[src/sio_defs.vh]
// Register map, field positions, reset values and timing counts of the serial port
`ifndef SIO_DEFS_VH
`define SIO_DEFS_VH
`define OFF_CTRL 12'h000
`define OFF_MODE 12'h004
`define OFF_STAT 12'h008
`define OFF_TXD 12'h00c
`define OFF_RXD 12'h010
`define OFF_MASK 12'h014
`define OFF_DMAEN 12'h018
// serial_control_register fields
`define CTRL_TXEN 0
`define CTRL_RXEN 1
`define CTRL_PAR_EN 2
`define CTRL_PAR_ODD 3
`define CTRL_STOP2 4
`define CTRL_LEN8 5
`define CTRL_CLKOUT 6
`define CTRL_ADDR_BIT 11
`define CTRL_RESET 12'h023
// mode register fields
`define MODE_OP_LO 0
`define MODE_OP_HI 1
`define MODE_CS_LO 2
`define MODE_CS_HI 3
`define MODE_RATE_LO 4
`define MODE_RATE_HI 6
`define MODE_RESET 7'h00
// status bits
`define ST_RX_DONE 0
`define ST_TX_DONE 1
`define ST_FRAME 2
`define ST_OVERRUN 3
`define ST_PARITY 4
`define ST_TX_EMPTY 5
`define ST_RX_FULL 6
// operation modes
`define OP_ASYNC 2'h0
`define OP_MULTI 2'h1
`define OP_SYNC 2'h2
// clock sources
`define CS_BAUD 2'h0
`define CS_EXT 2'h1
`define CS_TIMER 2'h2
// 16x oversampling in start-stop modes
`define OVERSAMPLE 16
// Shortest internal shift clock, in machine cycles
`define SCLK_MIN_CYC 4
`endif

[src/serial_async_sync_port.v]
// Serial port with start-stop and clocked modes, APB slave and interrupts
`timescale 1ns/1ps
// Summary of operation
// Both directions work in synchronous and start-stop modes.
// Multiprocessor mode sends as master only, with the address flag set from software.
// Receive interrupt on done or error, transmit interrupt on done.
// Transmitter and receiver run together, each with a holding buffer and a shifter.
// Synchronous mode shifts only data bits, no start, stop or parity.
// The internal baud generator offers eight selectable rates.
// The bit clock may come from the external clock pin or reload timer zero underflow.
// Length is eight bits, seven allowed only in asynchronous normal mode.
// Line data is NRZ.
// Framing, overrun and parity errors are detected, parity not in multiprocessor mode.
// Normal mode allows seven or eight bits, optional parity, one or two stop bits.
// Multiprocessor frames carry eight data bits plus control bit 11, with no parity.
// Only the first stop bit is checked on reception.
// Transmit and receive events can request the intelligent I/O service instead of an interrupt.
// A driven shift clock period is at least four machine cycles.
// An external shift clock holds each phase at least two machine cycles.
// Output changes after the falling shift clock edge, input sampled on the rising edge.
module serial_async_sync_port #(
    parameter BASE_DIV = 16'd2
)(
    input wire REF_CLK,
    input wire NRST,
    input wire CLK_EN,
    input wire PSEL,
    input wire PENABLE,
    input wire PWRITE,
    input wire [11:0] PADDR,
    input wire [31:0] PWDATA,
    output reg [31:0] PRDATA,
    output wire PREADY,
    output wire PSLVERR,
    input wire SERIAL_IN_PIN,
    output reg SERIAL_OUT_PIN,
    input wire SHIFT_CLOCK_PIN_I,
    output reg SHIFT_CLOCK_PIN_O,
    output wire SHIFT_CLOCK_PIN_OE_N,
    input wire TIMER0_UNDERFLOW,
    output wire IRQ_RX,
    output wire IRQ_TX,
    output wire IIO_REQ_RX,
    output wire IIO_REQ_TX
);
`include "sio_defs.vh"
    reg [11:0] serial_control_register_q;
    reg [6:0] mode_q;
    reg [4:0] stat_q;
    reg [4:0] mask_q;
    reg [1:0] dmaen_q;
    reg [8:0] txbuf_q;
    reg txfull_q;
    reg [7:0] rxbuf_q;
    reg rxfull_q;
    wire wr = PSEL && PENABLE && PWRITE;
    wire rd = PSEL && PENABLE && !PWRITE;
    wire [1:0] op = mode_q[`MODE_OP_HI:`MODE_OP_LO];
    wire [1:0] csel = mode_q[`MODE_CS_HI:`MODE_CS_LO];
    wire [2:0] rate = mode_q[`MODE_RATE_HI:`MODE_RATE_LO];
    wire sync_m = (op == `OP_SYNC);
    wire multi_m = (op == `OP_MULTI);
    wire len8 = serial_control_register_q[`CTRL_LEN8] || (op != `OP_ASYNC);
    wire par_en = serial_control_register_q[`CTRL_PAR_EN] && (op == `OP_ASYNC);
    wire par_odd = serial_control_register_q[`CTRL_PAR_ODD];
    wire clk_drive = sync_m && serial_control_register_q[`CTRL_CLKOUT];
    wire mapped = (PADDR == `OFF_CTRL) || (PADDR == `OFF_MODE) || (PADDR == `OFF_STAT) ||
        (PADDR == `OFF_TXD) || (PADDR == `OFF_RXD) || (PADDR == `OFF_MASK) || (PADDR == `OFF_DMAEN);
    assign PREADY = 1'b1;
    assign PSLVERR = PSEL && PENABLE && !mapped;
    assign SHIFT_CLOCK_PIN_OE_N = !clk_drive;

    // Baud generator: eight rates, base divider shifted by the rate code
    reg [23:0] bcnt_q;
    wire [23:0] bdiv = ({8'h00, BASE_DIV} << rate) - 24'h000001;
    wire baud_tick = CLK_EN && (bcnt_q == 24'h000000);
    always @(posedge REF_CLK or negedge NRST)
        if (!NRST)
            bcnt_q <= 24'h000000;
        else if (CLK_EN)
            bcnt_q <= (bcnt_q == 24'h000000) ? bdiv : bcnt_q - 24'h000001;

    // External clock and timer edges
    reg sck_in_q;
    reg tmr_q;
    always @(posedge REF_CLK or negedge NRST)
        if (!NRST)
        begin
            sck_in_q <= 1'b1;
            tmr_q <= 1'b0;
        end
        else if (CLK_EN)
        begin
            sck_in_q <= SHIFT_CLOCK_PIN_I;
            tmr_q <= TIMER0_UNDERFLOW;
        end
    wire ext_rise = CLK_EN && SHIFT_CLOCK_PIN_I && !sck_in_q;
    wire ext_fall = CLK_EN && !SHIFT_CLOCK_PIN_I && sck_in_q;
    wire tmr_tick = CLK_EN && TIMER0_UNDERFLOW && !tmr_q;
    reg src_tick;
    always @*
    begin
        case (csel)
            `CS_BAUD: src_tick = baud_tick;
            `CS_EXT: src_tick = ext_rise;
            `CS_TIMER: src_tick = tmr_tick;
            default: src_tick = baud_tick;
        endcase
    end

    // Synchronous shift clock: two ticks per period, each at least two cycles apart
    reg busy_sync_q;
    wire busy_sync = busy_sync_q || (sync_m && txfull_q);
    localparam HALF_RELOAD = `SCLK_MIN_CYC / 2 - 1;
    reg [1:0] half_q;
    reg sck_ph_q;
    wire half_ok = (half_q == 2'h0);
    wire int_fall = clk_drive && src_tick && half_ok && sck_ph_q;
    wire int_rise = clk_drive && src_tick && half_ok && !sck_ph_q;
    always @(posedge REF_CLK or negedge NRST)
        if (!NRST)
        begin
            half_q <= 2'h0;
            sck_ph_q <= 1'b1;
            SHIFT_CLOCK_PIN_O <= 1'b1;
        end
        else if (CLK_EN)
        begin
            if (!clk_drive || !busy_sync)
            begin
                sck_ph_q <= 1'b1;
                SHIFT_CLOCK_PIN_O <= 1'b1;
            end
            else if (src_tick && half_ok)
            begin
                sck_ph_q <= !sck_ph_q;
                SHIFT_CLOCK_PIN_O <= !sck_ph_q;
                half_q <= HALF_RELOAD[1:0];
            end
            else if (!half_ok)
                half_q <= half_q - 2'h1;
        end
    wire s_fall = clk_drive ? int_fall : ext_fall;
    wire s_rise = clk_drive ? int_rise : ext_rise;

    // Transmitter
    localparam T_IDLE = 2'h0;
    localparam T_SHIFT = 2'h1;
    reg [1:0] tst_q;
    reg [11:0] tsh_q;
    reg [3:0] tbits_q;
    reg [3:0] tos_q;
    reg tx_done_p;
    // Sync frame ends on its last rising edge, no trailing clock pulse
    wire tx_step = sync_m ? ((tst_q == T_SHIFT && tbits_q == 4'h0) ? s_rise : s_fall) :
        (src_tick && tos_q == 4'h0);
    wire [7:0] tdat = len8 ? txbuf_q[7:0] : {1'b0, txbuf_q[6:0]};
    wire tpar = (^tdat) ^ par_odd;
    reg [11:0] tframe;
    reg [3:0] tlen;
    always @*
    begin
        tframe = 12'hfff;
        tlen = 4'h0;
        if (sync_m)
        begin
            tframe = {4'hf, txbuf_q[7:0]};
            tlen = 4'h8;
        end
        else if (multi_m)
        begin
            tframe = {2'h3, serial_control_register_q[`CTRL_ADDR_BIT], txbuf_q[7:0], 1'b0};
            tlen = serial_control_register_q[`CTRL_STOP2] ? 4'hc : 4'hb;
        end
        else
        begin
            tframe = len8 ? (par_en ? {1'b1, 1'b1, tpar, tdat, 1'b0} : {2'h3, 1'b1, tdat, 1'b0}) :
                (par_en ? {2'h3, 1'b1, tpar, tdat[6:0], 1'b0} : {3'h7, 1'b1, tdat[6:0], 1'b0});
            tlen = 4'h9 + (len8 ? 4'h1 : 4'h0) + (par_en ? 4'h1 : 4'h0) +
                (serial_control_register_q[`CTRL_STOP2] ? 4'h1 : 4'h0) - 4'h1 + 4'h1;
        end
    end
    always @(posedge REF_CLK or negedge NRST)
        if (!NRST)
        begin
            tst_q <= T_IDLE;
            tsh_q <= 12'hfff;
            tbits_q <= 4'h0;
            tos_q <= 4'h0;
            tx_done_p <= 1'b0;
            busy_sync_q <= 1'b0;
            SERIAL_OUT_PIN <= 1'b1;
        end
        else if (CLK_EN)
        begin
            tx_done_p <= 1'b0;
            if (!sync_m && src_tick)
                tos_q <= tos_q + 4'h1;
            case (tst_q)
                T_IDLE:
                    if (txfull_q && serial_control_register_q[`CTRL_TXEN] && tx_step)
                    begin
                        tsh_q <= {1'b1, tframe[11:1]};
                        SERIAL_OUT_PIN <= tframe[0];
                        tbits_q <= tlen - 4'h1;
                        busy_sync_q <= sync_m;
                        tst_q <= T_SHIFT;
                    end
                    else if (!sync_m)
                        SERIAL_OUT_PIN <= 1'b1;
                T_SHIFT:
                    if (tx_step)
                    begin
                        if (tbits_q == 4'h0)
                        begin
                            // Sync line holds the last bit; it only moves after a falling edge
                            if (!sync_m)
                                SERIAL_OUT_PIN <= 1'b1;
                            busy_sync_q <= 1'b0;
                            tx_done_p <= 1'b1;
                            tst_q <= T_IDLE;
                        end
                        else
                        begin
                            SERIAL_OUT_PIN <= tsh_q[0];
                            tsh_q <= {1'b1, tsh_q[11:1]};
                            tbits_q <= tbits_q - 4'h1;
                        end
                    end
                default: tst_q <= T_IDLE;
            endcase
        end
    wire tx_load = CLK_EN && tst_q == T_IDLE && txfull_q && serial_control_register_q[`CTRL_TXEN] && tx_step;

    // Receiver
    localparam R_IDLE = 2'h0;
    localparam R_START = 2'h1;
    localparam R_DATA = 2'h2;
    localparam R_STOP = 2'h3;
    reg [1:0] rst_q;
    reg [3:0] ros_q;
    reg [3:0] rbits_q;
    reg [9:0] rsh_q;
    reg rx_ev_p;
    reg [2:0] rx_err_p;
    wire [3:0] rlen = sync_m ? 4'h8 : (multi_m ? 4'h9 : ((len8 ? 4'h8 : 4'h7) + (par_en ? 4'h1 : 4'h0)));
    wire rx_mid = src_tick && ros_q == 4'h7;
    wire [9:0] ralign = rsh_q >> (4'ha - rlen);
    wire rpar_bad = par_en && ((^ralign[8:0]) != par_odd);
    always @(posedge REF_CLK or negedge NRST)
        if (!NRST)
        begin
            rst_q <= R_IDLE;
            ros_q <= 4'h0;
            rbits_q <= 4'h0;
            rsh_q <= 10'h000;
            rx_ev_p <= 1'b0;
            rx_err_p <= 3'h0;
        end
        else if (CLK_EN)
        begin
            rx_ev_p <= 1'b0;
            rx_err_p <= 3'h0;
            if (src_tick)
                ros_q <= ros_q + 4'h1;
            if (!serial_control_register_q[`CTRL_RXEN])
                rst_q <= R_IDLE;
            else if (sync_m)
            begin
                if (s_rise)
                begin
                    rsh_q <= {SERIAL_IN_PIN, rsh_q[9:1]};
                    if (rbits_q == 4'h7)
                    begin
                        rbits_q <= 4'h0;
                        rx_ev_p <= 1'b1;
                    end
                    else
                        rbits_q <= rbits_q + 4'h1;
                end
            end
            else
            case (rst_q)
                R_IDLE:
                    if (src_tick && !SERIAL_IN_PIN)
                    begin
                        ros_q <= 4'h1;
                        rst_q <= R_START;
                    end
                R_START:
                    if (rx_mid)
                        rst_q <= SERIAL_IN_PIN ? R_IDLE : R_DATA;
                R_DATA:
                    if (rx_mid)
                    begin
                        rsh_q <= {SERIAL_IN_PIN, rsh_q[9:1]};
                        if (rbits_q == rlen - 4'h1)
                        begin
                            rbits_q <= 4'h0;
                            rst_q <= R_STOP;
                        end
                        else
                            rbits_q <= rbits_q + 4'h1;
                    end
                R_STOP:
                    if (rx_mid)
                    begin
                        rx_ev_p <= 1'b1;
                        rx_err_p <= {rpar_bad, 1'b0, !SERIAL_IN_PIN};
                        rst_q <= R_IDLE;
                    end
                default: rst_q <= R_IDLE;
            endcase
        end
    wire [7:0] rword = sync_m ? rsh_q[9:2] : (len8 ? ralign[7:0] : {1'b0, ralign[6:0]});
    wire rx_ovr = rx_ev_p && rxfull_q;

    // Registers, buffers and sticky status
    wire [4:0] ev = {rx_err_p[2], rx_ovr, rx_err_p[0], tx_done_p, rx_ev_p};
    wire [4:0] clr = (wr && PADDR == `OFF_STAT) ? PWDATA[4:0] : 5'h00;
    always @(posedge REF_CLK or negedge NRST)
        if (!NRST)
        begin
            serial_control_register_q <= `CTRL_RESET;
            mode_q <= `MODE_RESET;
            stat_q <= 5'h00;
            mask_q <= 5'h00;
            dmaen_q <= 2'h0;
            txbuf_q <= 9'h000;
            txfull_q <= 1'b0;
            rxbuf_q <= 8'h00;
            rxfull_q <= 1'b0;
        end
        else if (CLK_EN)
        begin
            stat_q <= (stat_q & ~clr) | ev;
            if (wr && PADDR == `OFF_CTRL)
                serial_control_register_q <= PWDATA[11:0];
            if (wr && PADDR == `OFF_MODE)
                mode_q <= PWDATA[6:0];
            if (wr && PADDR == `OFF_MASK)
                mask_q <= PWDATA[4:0];
            if (wr && PADDR == `OFF_DMAEN)
                dmaen_q <= PWDATA[1:0];
            if (wr && PADDR == `OFF_TXD)
            begin
                txbuf_q <= PWDATA[8:0];
                txfull_q <= 1'b1;
            end
            else if (tx_load)
                txfull_q <= 1'b0;
            if (rx_ev_p && !rxfull_q)
            begin
                rxbuf_q <= rword;
                rxfull_q <= 1'b1;
            end
            else if (rd && PADDR == `OFF_RXD)
                rxfull_q <= 1'b0;
        end
    always @*
    begin
        PRDATA = 32'h00000000;
        case (PADDR)
            `OFF_CTRL: PRDATA = {20'h00000, serial_control_register_q};
            `OFF_MODE: PRDATA = {25'h0000000, mode_q};
            `OFF_STAT: PRDATA = {25'h0000000, rxfull_q, !txfull_q, stat_q};
            `OFF_TXD: PRDATA = {23'h000000, txbuf_q};
            `OFF_RXD: PRDATA = {24'h000000, rxbuf_q};
            `OFF_MASK: PRDATA = {27'h0000000, mask_q};
            `OFF_DMAEN: PRDATA = {30'h00000000, dmaen_q};
            default: PRDATA = 32'h00000000;
        endcase
    end
    wire rx_pend = |(stat_q[4:2] & mask_q[4:2]) || (stat_q[0] && mask_q[0]);
    wire tx_pend = stat_q[1] && mask_q[1];
    assign IRQ_RX = rx_pend && !dmaen_q[0];
    assign IRQ_TX = tx_pend && !dmaen_q[1];
    assign IIO_REQ_RX = rx_pend && dmaen_q[0];
    assign IIO_REQ_TX = tx_pend && dmaen_q[1];
endmodule

[config.mk]
export PLATFORM = sky130hd
export DESIGN_NAME = serial_async_sync_port
export DESIGN_NICKNAME = d
export VERILOG_FILES = /design/src/serial_async_sync_port.v
export VERILOG_INCLUDE_DIRS = /design/src
export SDC_FILE = /design/constraint.sdc
export NUM_CORES = 1
export LEC_CHECK = 0
export BUFFER_PORTS_ARGS = -buffer_cell sky130_fd_sc_hd__buf_2
export CAP_MARGIN = 20
export CORE_ASPECT_RATIO = 2
export CORE_MARGIN = 2
export CORE_UTILIZATION = 30
export DETAILED_ROUTE_END_ITERATION = 8
export HOLD_SLACK_MARGIN = 0.05
export PLACE_DENSITY = 0.56
export SKIP_LAST_GASP = 1
export SLEW_MARGIN = 40
export SYNTH_ARGS = -nofsm -noshare
export SYNTH_HDL_FRONTEND = slang
export SYNTH_SLANG_ARGS = --single-unit
[constraint.sdc]
create_clock -name REF_CLK -period 7.1 [get_ports REF_CLK]
set_input_delay 0 -clock REF_CLK [delete_from_list [all_inputs] [get_ports REF_CLK]]
set_output_delay 0 -clock REF_CLK [all_outputs]
set_load 0.02 [all_outputs]
==> out/metrics.yaml, run 1 <==
ys.flop_type: "dfrtp_1"
fmax_ghz: 0.222
fin_crit_sh_pct: 63.5
met3_usage_pct: 2.76
clk-insertion-delay-late_ps: 430
nets: 887
totalWireLength_um: 20500
placed_area_mm2: 0.00767
rsz0062_at_grt: "no"
die_area_mm2: 0.0255
grt_pass1_vias: 6016
leakage_nw: 3.78
utilization_pct: 35.4
cap_violations: 0
post-route-min-period_ps: 4510
start_util_pct: 30.4
cp_max_fo: 19
antenna_found_initial: 0
synth.avg_cell_area_um2: 9.51
dp_hpwl_um: 15400
cp-start-kind: "flip-flop"
cts.sinks: 123
regToRegEndpoint: "rx_err_p[2]"
coreArea_mm2: 0.0238
clockBufferDepth: 2
area.growth.synth_to_final_pct: 16.2
io_buffers: 52
synthDistinctLibCells: 81
drtPass1Iterations: 5
finalHoldViolCount: 0
power_density_mw_per_mm2: 212
htreeDepth: 4
gp_congestion: 0.840
worstPathArrival_ps: 4840
grt_overflow: 0
async_flop_share_pct: 100
ir_worst_vdd_mv: 0.169
gr-usage-met1_pct: 15.3
synth-edff-count: 0
final-setup-viol-count: 0
grt_pass1_wl_um: 32300
ff2ff_setup_slack_ps: 2590
rows: 80
cts.clk_slew.worst_paths_ps: 60
yosysWarnings: 0
die_x_um: 114
track_usage_pct: 16.6
outcome: "finished, final reports clean"
cts_tree: "built"
final_common_cell: "dfrtp_1"
vias_per_cell: 5.29
ff2ff_path_depth: 13
cp.required_ps: 7440
fin_setup_tns_ps: 0
seq_area_frac_synth_pct: 42.7
grt_start_max_net_pins: 64
final_cell_area_mm2: 0.00842
clock_skew_ps: 10.2
tightestPinTransition_ps: 873
drive_above_1_share_pct: 20.1
cts_setup_buffers: 0
busiest_layer: "met2"
slew_headroom_pct: 41.8
grt_util_met2_pct: 32.6
wire_per_inst_um: 18.3
cts_buffers: 17
vias: 5919
antenna_left: 0
drv_slew: 0
synth-seq-cells: 123
layout_common_cells: "108 x dfrtp_1, 96 x nand2_1, 62 x nor2_1"
die_h_um: 224
n_antenna_cell: 0
end_kind: "flip-flop"
drcViolationCount: 0
r2r-start: "mode_q[1]"
clockRootBuffer: "clkbuf_16"
pin_count: 94
drt_iter0_markers: 317
syn_area_mm2: 0.00725
worstSetupPathType: "reg -> reg"
hold_path.class: "in -> async"
synthCells: 762
==> per-layer routing <==
metal	wire (µm)	share of wire, %	vias to the layer above
met5	0	0	-
met4	1080	5.3	0
met3	591	2.9	52
met2	11700	57	153
met1	7080	35	2910
li1	-	-	2804
==> cells in the mapped netlist (9+ instances only) <==
library cell / n / area, µm²
a22oi_1: 20 / 150
dfstp_2: 15 / 394
ha_1: 16 / 200
mux2_2: 33 / 372
a21oi_1: 38 / 190
nor2_1: 62 / 233
buf_2: 9 / 45.0
nor4_1: 11 / 68.8
o21ai_0: 32 / 160
inv_1: 29 / 109
nand2_1: 96 / 360
dfrtp_1: 108 / 2700
nand3_1: 17 / 85.1
buf_4: 21 / 158
nor3_1: 22 / 110
o21ai_1: 16 / 80.1
xor2_1: 17 / 149
clkbuf_1: 23 / 86.3
and3_1: 9 / 56.3
xnor2_1: 21 / 184
==> worst max path at each step <==
stage / startpoint / slack (ps) / end
CTS: mode_q[1] / 2560 / rx_err_p[2]
global placement: mode_q[1] / 2660 / rx_err_p[2]
global route: mode_q[1] / 2250 / rx_err_p[2]
floorplan: mode_q[1] / 3130 / rx_err_p[2]
detailed placement: mode_q[1] / 2610 / rx_err_p[2]
finish: mode_q[1] / 2590 / rx_err_p[2]
==> timing repair <==
| item | in CTS | in global routing |
|---|---|---|
| setup endpoints to repair | 0 | 0 |
| hold buffers | 18 | 0 |
| gates resized for setup | 0 | 0 |
| hold endpoints to repair | 97 | 0 |
==> critical path, cell delays in order (launching register included) <==
cell and delay (ps):
dfrtp_1 610, nor2_1 340, nand2_1 220, ha_1 420, a21boi_2 290, nor2_1 70
buf_4 190, ha_1 780, o31ai_1 180, o32ai_1 240, xor2_1 150, xnor2_1 290
xnor3_1 410, o32ai_2 200
==> cell families after synthesis <==
family / after synthesis / share of synthesized area, %
muxes: 56 / 9.44
adders and majority gates: 16 / 2.76
and+or+nand+nor: 270 / 18.4
xor gates and xnor gates: 39 / 4.90
DFF: 123 / 42.7
AOI/OAI and AO/OA: 169 / 15.8
buffers and inverters: 87 / 5.85
other: 2 / 0.104
==> registers in the layout, indices dropped and copies added (netlist names), 2 cells and up <==
| register | cells |
|---|---|
| half_q | 2 |
| mode_q | 7 |
| bcnt_q | 24 |
| dmaen_q | 2 |
| tbits_q | 4 |
| mask_q | 5 |
| rsh_q | 10 |
| tos_q | 4 |
| tsh_q | 9 |
| stat_q | 5 |
| rst_q | 2 |
| serial_control_register_q | 12 |
| txbuf_q | 9 |
| rx_err_p | 2 |
| ros_q | 4 |
| rbits_q | 4 |
| rxbuf_q | 8 |
==> cell type report <==
type	instances	area, µm²
inverters	30	113
clock inverters	13	119
fillers	2421	15400
repair buffers	75	488
clock buffers	19	443
flip-flops and latches	123	3100
well taps	287	359
multi-input cells	571	3800
==> through the flow <==
stage          std cells  total power, mW  hold slack [ps]  worst slack [ps]
4_1_cts             1118             1.80              116              2560
2_1_floorplan        781            0.904             -296              3130
3_5_place_dp        1068            0.959              150              2610
5_1_grt             1118             1.86              152              2250
6_report            1118             1.78              113              2590
3_3_place_gp        1068            0.954              139              2660
==> where the power goes <==
group          switching [mW]  total (mW)  internal, mW
Sequential             0.0454       0.790         0.744
Clock                   0.337       0.828         0.491
Combinational          0.0976       0.164        0.0661
Note: power is estimated with default switching activity, not from simulation.
==> run 2: changes to the inputs <==
==> constraint.sdc (replaced) <==
create_clock -name REF_CLK -period 4.61 [get_ports REF_CLK]
set_input_delay 0 -clock REF_CLK [delete_from_list [all_inputs] [get_ports REF_CLK]]
set_output_delay 0 -clock REF_CLK [all_outputs]
set_load 0.02 [all_outputs]
==> out/metrics.yaml, run 2 (synthesized netlist as in run 1, its figures left out) <==
setup_slack_ps: 715
largest_reg_flops: 24
tightestPinTransition_ps: 766
io_buffers: 52
clockBufferDepth: 2
leakage_nw: 3.86
layout_common_cells: "108 x dfrtp_1, 96 x nand2_1, 62 x nor2_1"
rsz0062_at_grt: "no"
multi_input_area_mm2: 0.00380
clock_skew_ps: 6.40
cp_max_fo: 12
drcViolationCount: 0
die_x_um: 114
cts_setup_buffers: 0
area.growth.synth_to_final_pct: 18.3
worstPathArrival_ps: 4230
ff2ff_path_depth: 14
vias_per_cell: 5.34
drv_slew: 0
cp_num_buf_inv: 2
rows: 80
fin_setup_tns_ps: 0
dp_hpwl_um: 15900
holdPathEnd: "tmr_q"
cts_tree: "built"
ff2ff_setup_slack_ps: 710
cts_buffers: 17
cts.sinks: 123
final-setup-viol-count: 0
antenna_left: 0
htreeDepth: 4
critPathSlowestCell: "o32ai_1"
p_comb_share_pct: 8.6
die_h_um: 224
fin_crit_sh_pct: 84.5
gp_congestion: 0.885
regToRegEndpoint: "rx_err_p[2]"
clk-insertion-delay-late_ps: 440
cts_resized: 0
ir_worst_vdd_mv: 0.289
slew_headroom_pct: 48.6
grt_start_max_net_pins: 56
cp_top_family: "compound AO/OA/AOI/OAI gates"
r2r-start: "mode_q[0]"
start_util_pct: 30.4
hold_slack_ps: 118
largestRegisters: "bcnt_q x24, serial_control_register_q x12, rsh_q x10"
cts.clk_slew.worst_paths_ps: 60
drive_above_1_share_pct: 20.8
p_int_mw: 2.18
hold_start: "CLK_EN"
max_stage_delay_ps: 530
n_antenna_cell: 0
vias: 6023
totalWireLength_um: 21000
dpl_worst_slack_ps: 757
final_cell_area_mm2: 0.00857
post-route-min-period_ps: 3900
placed_area_mm2: 0.00772
pin_count: 94
grt_pass1_wl_um: 33300
antenna_found_initial: 0
cp.required_ps: 4950
clkPwrFrac_pct: 50.1
end_kind: "flip-flop"
finalHoldViolCount: 0
drt_iter0_markers: 405
worstSetupPathType: "reg -> reg"
coreArea_mm2: 0.0238
wire_per_inst_um: 18.7
cap_violations: 0
grt_overflow: 0
sw_frac_of_total_pct: 26.1
crit_chain: "nor2_1 -> nand2_1 -> ha_1 -> a21boi_2 -> nor2_1 -> buf_4 -> ha_1 -> inv_1 -> nor3_1 -> o32ai_1 -> xor2_1 -> xnor2_1 -> xnor3_1 -> o32ai_2"
regArea_mm2: 0.00310
cp-start-kind: "flip-flop"
seqPwrFrac_pct: 41.2
clockRootBuffer: "clkbuf_16"
p_switching_mw: 0.769
outcome: "finished, final reports clean"
power_density_mw_per_mm2: 344
largest_register: "bcnt_q"
fmax_ghz: 0.257
min_path_cells: 4
die_area_mm2: 0.0255
hold_path.class: "in -> reg"
final_common_cell: "dfrtp_1"
nFillCells: 2434
nets: 896
grt_pass1_vias: 6072
drtPass1Iterations: 5
track_usage_pct: 17.1
run 2: area by class of cell:
cell class | count | share of cell area [%]
multi-input cells | 571 | 44.4
flip-flops and latches | 123 | 36.1
repair buffers | 84 | 6.45
clock buffers | 18 | 5.12
clock inverters | 14 | 2.44
well taps | 287 | 4.19
inverters | 30 | 1.31
run 2: through the flow:
step / utilization, % / total power, mW / std cells
final: 36.0 / 2.95 / 1127
after global placement: 32.4 / 1.47 / 1075
after detailed placement: 32.4 / 1.48 / 1075
after floorplan: - / 1.39 / 781
after global routing: 36.0 / 3.07 / 1127
after CTS: 36.0 / 2.98 / 1127
run 2: routing by layer:
layer | wire length [µm] | GRT usage (%) | up-vias
li1 | - | - | 2823
met1 | 7270 | 16.2 | 3014
met2 | 12400 | 34.2 | 142
met3 | 606 | 2.79 | 44
met4 | 806 | 8.77 | 0
met5 | 0 | 0 | -
run 2: worst min-delay path: stages:
cell and delay [ps]:
buf_2 100, buf_4 240, nand2_1 90, o21ai_0 60
run 2: repair_timing:
item                                    in CTS  in global routing
endpoints found under the hold margin      112                  0
endpoints found under the setup margin       0                  0
hold buffers                                20                  0
run 2: worst max path at each step:
stage / from / to / slack, ps / cells after the start
2_1_floorplan: mode_q[1] / rx_err_p[2] / 640 / 15
3_3_place_gp: mode_q[0] / rx_err_p[2] / 870 / 14
3_5_place_dp: mode_q[0] / rx_err_p[2] / 760 / 14
4_1_cts: mode_q[0] / rx_err_p[2] / 740 / 14
5_1_grt: mode_q[0] / rx_err_p[2] / 380 / 14
6_report: mode_q[0] / rx_err_p[2] / 710 / 14
run 2: power groups by stage:
stage	clock network (mW)	logic, mW	registers (mW)
final	1.48	0.255	1.22
after detailed placement	0	0.246	1.23
after global routing	1.55	0.289	1.23
after global placement	0	0.239	1.23
after CTS	1.50	0.259	1.22
after floorplan	0	0.178	1.21
==> run 3: changes to the inputs <==
--- a/config.mk
+++ b/config.mk
@@ -6,6 +6,7 @@
 export SDC_FILE = /design/constraint.sdc
 export NUM_CORES = 1
 export LEC_CHECK = 0
+export ABC_AREA = 1
 export BUFFER_PORTS_ARGS = -buffer_cell sky130_fd_sc_hd__buf_2
 export CAP_MARGIN = 20
 export CORE_ASPECT_RATIO = 2
@@ -13,7 +14,7 @@
 export CORE_UTILIZATION = 30
 export DETAILED_ROUTE_END_ITERATION = 8
 export HOLD_SLACK_MARGIN = 0.05
-export PLACE_DENSITY = 0.56
+export PLACE_DENSITY = 0.58
 export SKIP_LAST_GASP = 1
 export SLEW_MARGIN = 40
 export SYNTH_ARGS = -nofsm -noshare
==> constraint.sdc (replaced) <==
create_clock -name REF_CLK -period 3.4 [get_ports REF_CLK]
set_input_delay 0 -clock REF_CLK [delete_from_list [all_inputs] [get_ports REF_CLK]]
set_output_delay 0 -clock REF_CLK [all_outputs]
set_load 0.02 [all_outputs]
==> out/metrics.yaml, run 3 <==
grt_pass1_wl_um: 35000
die_area_mm2: 0.0260
p_int_mw: 3.07
clockRootBuffer: "clkbuf_16"
clockBufferDepth: 2
largestRegisters: "bcnt_q x24, serial_control_register_q x12, rsh_q x10"
cap_violations: 0
sw_frac_of_total_pct: 30.0
drv_slew: 0
synthDistinctLibCells: 56
drt_iter0_markers: 378
ir_worst_vdd_mv: 0.275
post-route-min-period_ps: 3090
end_kind: "flip-flop"
fin_crit_sh_pct: 91.0
syn_area_mm2: 0.00741
track_usage_pct: 18.1
synth-edff-count: 0
worstSetupPathType: "reg -> reg"
clkPwrFrac_pct: 42.8
rows: 81
io_buffers: 52
htreeDepth: 4
regArea_mm2: 0.00310
async_flop_share_pct: 100
p_comb_share_pct: 17.5
cts_tree: "built"
yosysMostFrequentCell: "nand2_1"
tightestPinTransition_ps: 693
final-setup-viol-count: 0
clk-insertion-delay-late_ps: 440
largest_reg_flops: 24
p_switching_mw: 1.32
seqPwrFrac_pct: 39.7
fin_setup_tns_ps: 0
area.growth.synth_to_final_pct: 18.3
cp-start-kind: "flip-flop"
drive_above_1_share_pct: 14.4
cts.sinks: 123
grt_pass1_vias: 6598
vias: 6721
largest_register: "bcnt_q"
finalHoldViolCount: 0
yosysTopAreaCell: "dfrtp_1"
start_util_pct: 30.5
dp_hpwl_um: 17400
synth-seq-cells: 123
vias_per_cell: 4.95
drtPass1Iterations: 5
grt_overflow: 0
gp_congestion: 0.963
die_h_um: 226
cts.clk_slew.worst_paths_ps: 60
power_density_mw_per_mm2: 500
synth.avg_cell_area_um2: 7.60
fmax_ghz: 0.323
synth_common_cells: "234 x nand2_1, 130 x inv_1, 108 x dfrtp_1"
drcViolationCount: 0
nets: 1123
grt_start_max_net_pins: 67
ff2ff_path_depth: 18
nFillCells: 2600
die_x_um: 115
total_power_mw: 4.39
cts_buffers: 17
cp.required_ps: 3730
layout_common_cells: "233 x nand2_1, 129 x inv_1, 108 x dfrtp_1"
pin_count: 94
synthTopCellsByArea: "dfrtp_1 36%, nand2_1 12%, o21ai_0 7.2%"
synth.top_cell.area_share_pct: 36.5
ff2ff_setup_slack_ps: 310
worstPathArrival_ps: 3430
rsz0062_at_grt: "no"
r2r-start: "mode_q[0]"
totalWireLength_um: 22400
clock_skew_ps: 12.2
antenna_found_initial: 0
antenna_left: 0
hold_path.class: "in -> async"
leakage_nw: 4.26
final_common_cell: "nand2_1"
seq_area_frac_synth_pct: 41.8
slew_headroom_pct: 53.6
wire_per_inst_um: 16.5
outcome: "finished, final reports clean"
yosysWarnings: 0
cp_max_fo: 12
synthCells: 975
regToRegEndpoint: "rx_err_p[2]"
n_antenna_cell: 0
multi_input_area_mm2: 0.00359
ys.flop_type: "dfrtp_1"
coreArea_mm2: 0.0243
run 3: cell count changes in the layout (fill, tap and decap cells not counted), sizes merged, moves of 9 or more:
| cell | change |
|---|---|
| a21oi | -22 |
| a22oi | -20 |
| and3 | -9 |
| inv | +102 |
| mux2 | -43 |
| mux2i | -9 |
| nand2 | +148 |
| nand3 | +17 |
| nor2 | +26 |
| o211ai | +9 |
| o21ai | +78 |
| xor2 | +9 |
run 3: worst max path at each step:
stage | startpoint | endpoint | slack (ps)
floorplan | mode_q[0] | rx_err_p[2] | 300
global placement | mode_q[0] | rx_err_p[2] | 230
detailed placement | mode_q[0] | rx_err_p[2] | 240
CTS | mode_q[0] | rx_err_p[2] | 230
global route | mode_q[1] | rx_err_p[2] | 5
finish | mode_q[0] | rx_err_p[2] | 310
run 3: layout make-up:
type	instances	area share [%]
Clock buffer	20	5.21
Tap cell	290	4.14
Sequential cell	123	35.3
Multi-Input combinational cell	687	41.0
Timing Repair Buffer	86	6.69
Inverter	139	6.01
Clock inverter	12	1.67
run 3: kinds of logic (layout without fill, tap and decap cells):
logic type                 after synthesis  after routing  synth area share [%]
AOI/OAI and AO/OA                      198            198                  15.8
buffers and inverters                  184            257                  10.8
and+or+nand+nor                        412            412                  24.0
adders and majority gates               16             16                  2.70
other                                    2             21                 0.101
DFF                                    123            123                  41.8
xor gates and xnor gates                40             40                  4.73
run 3: what timing repair did:
item / 4_1_cts / 5_1_grt
hold buffers: 21 / 0
hold endpoints to repair: 107 / 0
resized for setup: 0 / 3
setup buffers: 0 / 0
setup endpoints to repair: 0 / 3
run 3: critical path, cell delays in order (launching register included):
cell and delay [ps]:
dfrtp_1 460, nor3_2 230, inv_1 90, ha_1 330, nand2_4 80, nand2_4 40
ha_1 330, clkinvlp_4 240, o21ai_2 280, nand2_1 90, nand2_2 120, xor2_1 150
nand2_1 80, nand3_1 100, nand2_1 60, nand2_1 50, nand2_1 110, nand2_1 80
nand2_1 40
run 3: power by group through the flow:
stage	Combinational [mW]	Clock (mW)	Sequential [mW]
final	0.769	1.88	1.74
after global routing	0.888	1.98	1.76
after CTS	0.775	1.91	1.74
after detailed placement	0.755	0	1.76
after global placement	0.739	0	1.76
after floorplan	0.578	0	1.73
run 3: routing by layer:
layer / track usage (%) / wire length (µm)
met5: 0 / 0
met3: 3.17 / 760
met4: 14.9 / 1900
met1: 16.5 / 7370
met2: 33.6 / 12400
run 3: metrics by stage:
step	cell area (µm²)	cells	util, %	setup WS, ps	hold WS (ps)
after global placement	7940	1304	32.6	226	185
after detailed placement	7940	1304	32.7	237	58.3
final	8770	1357	36.0	305	141
after CTS	8760	1357	36.0	228	157
after floorplan	7480	994	-	297	-296
after global routing	8770	1357	36.0	5.34	177
